==> src/hw/usb_cmd_pkg.sv <==
package usb_cmd_pkg;
	// Clock rate and pacing figures
	localparam int clock_mhz = 50;
	localparam int ready_busy_ns = 100;
	localparam int ready_busy_cycles = (ready_busy_ns * clock_mhz + 999) / 1000;
	localparam int read_turn_ns = 60;
	localparam int read_turn_cycles = (read_turn_ns * clock_mhz + 999) / 1000;
	// FIFO select codes
	localparam logic [2:0] sel_fifo2 = 3'h0;
	localparam logic [2:0] sel_fifo4 = 3'h1;
	localparam logic [2:0] sel_fifo6 = 3'h2;
	localparam logic [2:0] sel_fifo8 = 3'h3;
	localparam logic [2:0] sel_command = 3'h4;
	// Command byte fields
	localparam int kind_bit = 7;
	localparam int dir_bit = 6;
	localparam int addr_msb = 5;
	localparam int nib_msb = 3;
	// Register offsets
	localparam logic [5:0] interface_config = 6'h01;
	localparam logic [5:0] flag_assignment_ab = 6'h02;
	localparam logic [5:0] flag_assignment_cd = 6'h03;
	localparam logic [5:0] interrupt_status = 6'h04;
	localparam logic [5:0] endpoint_setup_base = 6'h06;
	localparam logic [5:0] endpoint_packet_length_base = 6'h0a;
	localparam logic [5:0] endpoint_threshold_base = 6'h0e;
	localparam logic [5:0] descriptor_port = 6'h30;
	// Field positions and reset values
	localparam int wide_path_bit = 4;
	localparam int buffering_lsb = 0;
	// Buffering field holds count minus one, so double is 1
	localparam logic [7:0] setup_bulk_out_dbl = 8'ha1;
	localparam logic [7:0] setup_bulk_in_dbl = 8'he1;
	localparam logic [7:0] packet_length_512 = 8'h02;
	localparam logic [7:0] interface_config_reset = 8'h00;
	localparam logic [7:0] flag_ab_reset = 8'h00;
	localparam logic [7:0] flag_cd_reset = 8'h00;
	localparam logic [7:0] threshold_reset = 8'h00;
	localparam int buffer_count = 8;
	localparam int buffer_bytes = 512;
	localparam int short_descriptor_bytes = 6;
	// Host command port offsets
	localparam logic [3:0] host_cmd_addr = 4'h0;
	localparam logic [3:0] host_cmd_wdata = 4'h1;
	localparam logic [3:0] host_cmd_go = 4'h2;
	localparam logic [3:0] host_cmd_status = 4'h3;
	localparam logic [3:0] host_cmd_rdata = 4'h4;
	localparam logic [3:0] host_fifo_sel = 4'h5;
	localparam logic [3:0] host_fifo_data = 4'h6;
endpackage

==> src/hw/usb_cmd_if.sv <==
`timescale 1ns/1ps
`default_nettype none
interface usb_cmd_if;
	logic [2:0] fifo_select_lines;
	logic [15:0] data_from_host;
	logic data_host_oe;
	logic [15:0] data_from_device;
	logic data_device_oe;
	logic write_strobe;
	logic read_strobe;
	logic ready;
	logic event_n;
	// Bus level resolved from the output enables
	wire [15:0] data_bus = data_host_oe ? data_from_host :
		(data_device_oe ? data_from_device : 16'hffff);
	modport device (input fifo_select_lines, input data_from_host,
		input data_host_oe, output data_from_device, output data_device_oe,
		input write_strobe, input read_strobe, output ready, output event_n);
	modport host (output fifo_select_lines, output data_from_host,
		output data_host_oe, input data_from_device, input data_device_oe,
		output write_strobe, output read_strobe, input ready, input event_n);
endinterface
`default_nettype wire

==> src/hw/usb_cmd_device.sv <==
// Strobed register access was decided locally.
`timescale 1ns/1ps
`default_nettype none
// Notes on behaviour
// RULE1 - Write is address byte plus two data
// RULE2 - Host selects command code before access
// RULE3 - Host waits for ready before bytes
// RULE4 - Bit seven marks address versus data
// RULE5 - Bit six picks read or write
// RULE6 - Low six bits give register address
// RULE7 - Data bytes carry low nibble only
// RULE8 - Upper nibble first, then lower nibble
// RULE9 - Ready drops after each accepted byte
// RULE10 - Read answer on low lines, event low
// RULE11 - Otherwise event line flags USB event
// RULE12 - Host selects IN FIFO for writes
// RULE13 - Host reads OUT FIFO directly
// RULE14 - Eight 512-byte buffers, limited multi-buffering
// RULE15 - Reset endpoint types and double buffering
// RULE16 - Wide-path bit sets 8/16 bit path
// RULE17 - Flag mapping and per-endpoint thresholds
// RULE18 - Short or full descriptor download accepted
// RULE19 - Host bus timing from half-rate clock
// RULE20 - Host sets half-rate sync bit
// RULE21 - Host flag pins as inputs
// RULE22 - Interrupt shows status byte unrequested
// RULE23 - Orphan data dropped, address restarts sequence
module usb_cmd_device
	import usb_cmd_pkg::*;
(
	input wire logic clock,
	input wire logic sys_rst,
	usb_cmd_if.device link,
	input wire logic [5:0] usb_event,
	output logic [7:0] config_out,
	output logic [3:0] wide_path,
	output logic short_descriptor_done,
	output logic full_descriptor_seen
);
	typedef enum logic [3:0] {
		st_idle = 4'b0001,
		st_busy = 4'b0010,
		st_read = 4'b0100,
		st_answer = 4'b1000
	} state_t;

	typedef struct packed {
		state_t state;
		logic [7:0] timer;
		logic write_armed;
		logic have_upper;
		logic [5:0] target;
		logic [3:0] upper;
		logic [7:0] iface;
		logic [7:0] flags_ab;
		logic [7:0] flags_cd;
		logic [3:0][7:0] ep_setup;
		logic [3:0][7:0] ep_length;
		logic [3:0][7:0] ep_threshold;
		logic [5:0] int_status;
		logic [7:0] answer;
		logic [7:0] desc_count;
		logic full_desc;
	} regs_t;

	regs_t r, next_r;
	logic [7:0] byte_in;
	logic [7:0] value;
	logic [1:0] ep;
	logic [4:0] total;

	assign byte_in = link.data_from_host[7:0];
	// Buffer count of one endpoint setup byte (field plus one), summed to police the eight buffers
	function automatic logic [2:0] bufs(input logic [7:0] s);
		bufs = 3'(s[buffering_lsb +: 2]) + 3'h1;
	endfunction

	always_comb begin
		next_r = r;
		value = {r.upper, byte_in[nib_msb:0]}; // [RULE7] [RULE8]
		ep = r.target[1:0];
		total = 5'h00;
		next_r.int_status = r.int_status | usb_event;
		case (r.state)
			st_idle: begin
				if (link.write_strobe && link.fifo_select_lines == sel_command) begin
					next_r.state = st_busy; // [RULE9]
					next_r.timer = 8'(ready_busy_cycles);
					if (byte_in[kind_bit]) begin // [RULE4]
						next_r.target = byte_in[addr_msb:0]; // [RULE6]
						next_r.have_upper = 1'b0; // [RULE23]
						next_r.write_armed = ~byte_in[dir_bit]; // [RULE5]
						if (byte_in[dir_bit]) begin
							next_r.state = st_read; // [RULE10]
							next_r.timer = 8'(read_turn_cycles);
						end
					end else if (r.write_armed && !r.have_upper) begin
						next_r.upper = byte_in[nib_msb:0]; // [RULE8]
						next_r.have_upper = 1'b1;
					end else if (r.write_armed) begin
						next_r.have_upper = 1'b0; // [RULE1]
						next_r.write_armed = 1'b0;
						if (r.target == interface_config)
							next_r.iface = value;
						else if (r.target == flag_assignment_ab)
							next_r.flags_ab = value; // [RULE17]
						else if (r.target == flag_assignment_cd)
							next_r.flags_cd = value;
						else if (r.target == interrupt_status)
							next_r.int_status = r.int_status & ~value[5:0] | usb_event;
						else if (r.target >= endpoint_setup_base &&
							r.target < endpoint_packet_length_base) begin
							ep = 2'(r.target - endpoint_setup_base);
							for (int i = 0; i < 4; i++)
								total = total + ((i == int'(ep)) ? 5'h00 :
									5'(bufs(r.ep_setup[i])));
							// Endpoints 4 and 8 stay double; sum must fit eight
							// Five bits so four quad endpoints cannot wrap
							if ((ep[0] == 1'b0 || value[1:0] == 2'h1) &&
								total + 5'(bufs(value)) <= 5'(buffer_count))
								next_r.ep_setup[ep] = value; // [RULE14]
						end else if (r.target >= endpoint_packet_length_base &&
							r.target < endpoint_threshold_base)
							next_r.ep_length[2'(r.target - endpoint_packet_length_base)] = value; // [RULE16]
						else if (r.target >= endpoint_threshold_base &&
							r.target < endpoint_threshold_base + 6'h4)
							next_r.ep_threshold[2'(r.target - endpoint_threshold_base)] = value; // [RULE17]
						else if (r.target == descriptor_port) begin
							next_r.write_armed = 1'b1; // [RULE18]
							next_r.desc_count = r.desc_count + 8'h1;
							if (r.desc_count >= 8'(short_descriptor_bytes))
								next_r.full_desc = 1'b1;
						end
					end // else orphan data byte dropped [RULE23]
				end else if (link.read_strobe && link.fifo_select_lines == sel_command &&
					r.int_status != 6'h00) begin
					next_r.int_status = usb_event; // status read clears, set wins
				end
			end
			st_busy: begin
				next_r.timer = r.timer - 8'h1;
				if (r.timer == 8'h1)
					next_r.state = st_idle;
			end
			st_read: begin
				next_r.timer = r.timer - 8'h1;
				case (r.target)
					interface_config: next_r.answer = r.iface;
					flag_assignment_ab: next_r.answer = r.flags_ab;
					flag_assignment_cd: next_r.answer = r.flags_cd;
					interrupt_status: next_r.answer = {2'h0, r.int_status};
					default: begin
						if (r.target >= endpoint_setup_base &&
							r.target < endpoint_packet_length_base)
							next_r.answer = r.ep_setup[2'(r.target - endpoint_setup_base)];
						else if (r.target >= endpoint_packet_length_base &&
							r.target < endpoint_threshold_base)
							next_r.answer = r.ep_length[2'(r.target - endpoint_packet_length_base)];
						else if (r.target >= endpoint_threshold_base &&
							r.target < endpoint_threshold_base + 6'h4)
							next_r.answer = r.ep_threshold[2'(r.target - endpoint_threshold_base)];
						else
							next_r.answer = 8'h00;
					end
				endcase
				if (r.timer == 8'h1)
					next_r.state = st_answer;
			end
			st_answer: begin
				// Host collects the value with one read strobe
				if (link.read_strobe && link.fifo_select_lines == sel_command)
					next_r.state = st_idle; // [RULE10]
			end
			default: next_r.state = st_idle;
		endcase
	end

	always_ff @(posedge clock) begin
		if (sys_rst) begin
			r <= '0;
			r.state <= st_idle;
			r.iface <= interface_config_reset;
			r.flags_ab <= flag_ab_reset;
			r.flags_cd <= flag_cd_reset;
			// Endpoints 2,4 bulk OUT; 6,8 bulk IN; 512 byte, double
			r.ep_setup <= {setup_bulk_in_dbl, setup_bulk_in_dbl,
				setup_bulk_out_dbl, setup_bulk_out_dbl}; // [RULE15]
			r.ep_length <= {4{packet_length_512}}; // [RULE15]
			r.ep_threshold <= {4{threshold_reset}};
		end else begin
			r <= next_r;
		end
	end

	// Ready only in idle; event line is read answer or pending status
	assign link.ready = (r.state == st_idle); // [RULE9]
	assign link.event_n = ~((r.state == st_answer) ||
		(r.state == st_idle && r.int_status != 6'h00)); // [RULE11] [RULE22]
	assign link.data_device_oe = link.read_strobe &&
		link.fifo_select_lines == sel_command;
	assign link.data_from_device = (r.state == st_answer) ? {8'h00, r.answer} :
		{10'h000, r.int_status}; // [RULE22]
	assign config_out = r.iface;
	for (genvar g = 0; g < 4; g++) begin : g_wide
		assign wide_path[g] = r.ep_length[g][wide_path_bit]; // [RULE16]
	end
	assign short_descriptor_done = (r.desc_count == 8'(short_descriptor_bytes)) && !r.full_desc;
	assign full_descriptor_seen = r.full_desc;
endmodule
`default_nettype wire

==> src/flat_wrapper.sv <==
// flat-port wrapper written by rule: the top's interface ports become plain ports
module usb_cmd_device_flat import usb_cmd_pkg::*;
  (clock, sys_rst, usb_event, config_out, wide_path, short_descriptor_done, full_descriptor_seen, link_fifo_select_lines, link_data_from_host, link_data_host_oe, link_data_from_device, link_data_device_oe, link_write_strobe, link_read_strobe, link_ready, link_event_n);
  usb_cmd_if link_i ();
  input wire logic clock;
  input wire logic sys_rst;
  input wire logic [5:0] usb_event;
  output logic [7:0] config_out;
  output logic [3:0] wide_path;
  output logic short_descriptor_done;
  output logic full_descriptor_seen;
  input wire logic [$bits(link_i.fifo_select_lines)-1:0] link_fifo_select_lines;
  input wire logic [$bits(link_i.data_from_host)-1:0] link_data_from_host;
  input wire logic [$bits(link_i.data_host_oe)-1:0] link_data_host_oe;
  output wire logic [$bits(link_i.data_from_device)-1:0] link_data_from_device;
  output wire logic [$bits(link_i.data_device_oe)-1:0] link_data_device_oe;
  input wire logic [$bits(link_i.write_strobe)-1:0] link_write_strobe;
  input wire logic [$bits(link_i.read_strobe)-1:0] link_read_strobe;
  output wire logic [$bits(link_i.ready)-1:0] link_ready;
  output wire logic [$bits(link_i.event_n)-1:0] link_event_n;
  assign link_i.fifo_select_lines = link_fifo_select_lines;
  assign link_i.data_from_host = link_data_from_host;
  assign link_i.data_host_oe = link_data_host_oe;
  assign link_data_from_device = link_i.data_from_device;
  assign link_data_device_oe = link_i.data_device_oe;
  assign link_i.write_strobe = link_write_strobe;
  assign link_i.read_strobe = link_read_strobe;
  assign link_ready = link_i.ready;
  assign link_event_n = link_i.event_n;
  usb_cmd_device u_core (.clock(clock), .sys_rst(sys_rst), .link(link_i), .usb_event(usb_event), .config_out(config_out), .wide_path(wide_path), .short_descriptor_done(short_descriptor_done), .full_descriptor_seen(full_descriptor_seen));
endmodule
==> config.mk <==
export PLATFORM = sky130hd
export DESIGN_NAME = usb_cmd_device_flat
export DESIGN_NICKNAME = d
export VERILOG_FILES = /design/src/hw/usb_cmd_pkg.sv /design/src/hw/usb_cmd_if.sv /design/src/hw/usb_cmd_device.sv /design/src/flat_wrapper.sv
export SDC_FILE = /design/constraint.sdc
export NUM_CORES = 1
export LEC_CHECK = 0
export BUFFER_PORTS_ARGS = -buffer_cell sky130_fd_sc_hd__buf_2
export CAP_MARGIN = 20
export CORE_UTILIZATION = 45
export DETAILED_ROUTE_END_ITERATION = 16
export GPL_ROUTABILITY_DRIVEN = 0
export SYNTH_ARGS = -nofsm -noshare
export SYNTH_HDL_FRONTEND = slang
export SYNTH_SLANG_ARGS = --single-unit
==> constraint.sdc <==
create_clock -name clock -period 7.1 [get_ports clock]
set_input_delay 0.355 -clock clock [delete_from_list [all_inputs] [get_ports clock]]
set_output_delay 0.355 -clock clock [all_outputs]
set_load 0.02 [all_outputs]
### Yosys cells after proc, flatten, opt, wreduce, memory -nomap -nowiden

Index checks and enable logic that the tools add are counted.

* flip-flop bits (word level): 167
* input port bits: 30
* output and inout port bits: 33

* $add $sub $neg: 14
* magnitude comparators: 14
* eq/ne operators: 21
* mux-type cells: 66
* bitwise operators: 16
* reduce and logical (&&, ||, !) cells: 36

Operator list (count)
* $mux 126: 2
* $mux 32: 5
* $mux 144: 1
* $mux 130: 1
* $mux 118: 1
* $mux 110: 1
* $mux 8: 13
* $mux 102: 1
* $bwmux 32: 3
* $mux 96: 1
* $mux 64: 1
* $bmux 8 s2: 3
* $demux 8 s2: 3
* $pmux 8 s4: 1
* $mux 6: 5
* $mux 11: 2
* $reduce_and 11->1: 2
* $mux 4: 4
* $pmux 4 s4: 1
* $pmux 8 s2: 1
* $add 2x1->3 const B: 5
* $add 5x5->5: 3
* $reduce_and 14->1: 1
* $logic_and 1x1->1: 13
* 50 further kinds: 93

### Logic depth before layout (Yosys ltp)

* depth in word-level cells: 20
* gate-level depth with buffers: 16
* gate-level depth less buffers: 14

### Worst setup path after synthesis

No wires, ideal clock.

* kind: flip-flop to flip-flop
* start: register u_core.r[148] (netlist name)
* end: register (tool-made name)
* arrival: 4.825 ns
* required time: 7.028 ns
* path slack: 2.203 ns
* stages on the path, launching flop included: 17
* buffers on the path: 2
* period minus slack after synthesis: 4.897 ns
* cells stage by stage: dfxtp_1 > buf_2 > buf_2 > nand2_1 > and2_1 > fa_1 > inv_1 > fa_1 > inv_1 > fa_1 > ha_1 > fa_1 > nor3_1 > a2bb2oi_1 > o2111ai_4 > nor4_4 > mux2i_1

RTL lines
* from (decl): line usb_cmd_device.sv:66 `regs_t r, next_r;`
* from (signal assigned): line usb_cmd_device.sv:191 `r <= next_r;`

==> impl_results.md <==
- Synth Area in XOR/XNOR: 0.0172
- Pwr Density: 217 mW/mm^2
- Pin count of the biggest net entering global routing: 84
- Compound-Gate Fraction of Synth Area: 0.0817
- Std-Cell Rows: 48
- Routed wire per std cell: 18.9 um
- Vias: 6,215
- Peak supply drop: 0.152 mV
- Non-filler instance count after layout: 1,079
- Worst skew pair latency: 430 ps
- Resized cells post-CTS: 0
- Num CTS Buffers: 17
- Residual DRC: 0
- Max Freq: 0.180 GHz
- HP Class: input pin to flop
- Ordered list of cells on the worst path: buf_4 > nor2_1 > nor2b_1 > fa_1 > inv_1 > fa_1 > inv_1 > fa_1 > ha_1 > fa_1 > nor3_1 > a2bb2oi_1 > o2111ai_4 > nor4_4 > mux2i_1
- Slowest stage cell, crit path: nor4_4
- Post-Syn Area per Cell: 9.75 um^2
- Setup TNS: 0 ps
- ANT nets after route: 0
- Main synth FF type: dfxtp_1
- CP Data Required Time: 7440 ps
- Final critical-path share of the clock period: 0.781
- Crit start category: flop
- Placed Cells: 1,046
- Yosys top cell by area: dfxtp_1
- Layout Utilization: 0.514
- Sink Count: 167
- Buffer and inverter count on the worst path: 3
- Simple-Gate Fraction of Synth Area: 0.180
- Initial Utilization: 0.467
- Fin Hold WS: 142 ps
- Final setup fails: 0
- Final WL: 20,300 um
- Vias per std cell: 5.76
- Crit-path max FO: 37
- Async set-reset flop share out of synthesis: 0
- H-Tree Depth: 4
- Largest family of logic cells by synthesized area: multiplexers
- Final hold vios: 0
- CP arrival: 5890 ps
- Pin slew with the least headroom to its limit: 1010 ps
- Buffers on Ports: 45
- Total Routing Usage GR: 0.230
- Most frequent cells in the layout: 165 x dfxtp_1, 129 x nor2_1, 115 x mux2i_1
- Num ports: 63
- Synthesized flop and latch total: 167
- DP Worst Slack: 1550 ps
- Max clock buf depth: 2
- Fin Clk Skew: 7.92 ps
- Most frequent CP cell: fa_1
- Final Slew Violations: 0
- Share of cells above drive strength 1: 0.160
- Rel. slew slack: 0.321
- Initial antenna violation count: 0
- DP HPWL: 13,500 um
- Clock-pin slew on the worst setup and hold paths: 70 ps
- Nets@finish: 894
- CTS tree: done
- Endpoint class of the critical path: flop
- Yosys warns: 0
- Die area: 0.0187 mm^2
- Drt pass-1 iters: 5
- Number of flops mapped to enable cells by yosys: 0
- Core area: 0.0175 mm^2
- Initial DRC Count: 403
- CP peak stage delay: 780 ps
- Gr ovfl total: 0
- First-pass GRT wire length: 32,600 um
- Root Driver: clkbuf_16
- Synth-to-Final Area Change: 10.1%
- Syn Inst Count: 837
- Delay-heaviest family, CP: adder cells
- RSZ-0062 raised after global routing: false
- Largest cells by area after synthesis: dfxtp_1 41%, mux2i_1 14%, mux4_2 6.6%, nor2_1 5.9%, nand2_1 3.0%
- Die W: 137 um
- Ant. Diodes: 0
- Post-synthesis cell area: 0.00816 mm^2
- Period minus WS final: 5550 ps
- Synth unique cells: 64
- Vias in the first global route: 6,080
- Yosys top cell area share: 0.410
- Postcts setup bufs: 0
- Leakage power: 0.00370 uW
- Die Y-Extent: 137 um
- Post-synthesis mux area share: 0.218
- Commonest non-fill, non-tap cell in the layout: dfxtp_1
- Max_cap viols: 0
- CP Class: flop to flop
- Part of the Yosys area used for sequential elements: 0.410
- Fraction of the mapped netlist area in adder cells: 0.0402
- Status: finished, final reports clean
- Final WS setup: 1550 ps
- Hold_buf cts: 0
==> worst register-to-register path, cell delays in order (launching register included) <==
cell	delay, ps
dfxtp_2	370
buf_4	320
nor2_1	560
nor2b_1	130
fa_1	500
inv_1	50
fa_1	530
inv_1	60
fa_1	450
ha_1	240
fa_1	450
nor3_1	140
a2bb2oi_1	310
o2111ai_4	260
nor4_4	780
mux2i_1	310
==> synthesized netlist by cell type, drive strengths merged, types with 3 or more instances <==
master / n
a211oi: 6
a21oi: 30
a221oi: 6
a22o: 6
a22oi: 6
a32o: 8
and2: 6
and3: 4
buf: 34
clkbuf: 40
dfxtp: 167
fa: 7
ha: 15
inv: 14
mux2: 8
mux2i: 115
mux4: 24
nand2: 66
nand2b: 9
nand3: 26
nand4: 3
nor2: 129
nor2b: 3
nor3: 13
nor3b: 3
nor4: 12
o2111ai: 3
o21ai: 14
or2: 4
or3: 5
or4b: 4
xnor2: 10
xor2: 6
==> report_power, final <==
part | switching (uW) | internal (uW) | leakage, uW
clock | 376 | 535 | 0.000282
combinational | 64.6 | 30.0 | 0.00206
sequential | 7.20 | 942 | 0.00135
==> metal layers <==
metal  vias up  share of wire  global-route usage
met5         -              0                   0
li1       2958              -                   -
met1      3054           0.45               0.293
met4         0          0.017              0.0741
met2       174           0.49               0.391
met3        29          0.049              0.0444
==> metrics by stage <==
stage,power [uW],instance area (um^2)
6_report,1950,8990
5_1_grt,2020,8990
4_1_cts,1970,8960
3_5_place_dp,1060,8380
3_3_place_gp,1060,8370
2_1_floorplan,1040,8190
==> final timing paths <==
path / end / cells past startpoint / slack (ps) / from
max: flop / 15 / 1550 / u_core.r[148]
min: u_core.r[19] / 2 / 140 / usb_event[2]
max reg2reg: flop / 15 / 1550 / u_core.r[148]
min reg2reg: flop / 2 / 460 / flop
==> cell families after synthesis <==
| logic type | count (synthesis) |
|---|---|
| xor+xnor | 16 |
| fa+ha+maj | 22 |
| compound gates | 94 |
| other cells | 1 |
| buf+inv | 90 |
| simple gates | 300 |
| mux | 147 |
| flops | 167 |
==> final cells by class <==
| type | count | area (um^2) |
|---|---|---|
| fill | 1554 | 8490 |
| multi-input combinational | 587 | 4420 |
| sequential | 167 | 3350 |
| clock buffer | 20 | 457 |
| timing repair buffer | 53 | 300 |
| tap | 225 | 282 |
| clock inverter | 11 | 125 |
| inverter | 16 | 61.3 |
(Power assumes the default switching activity.)
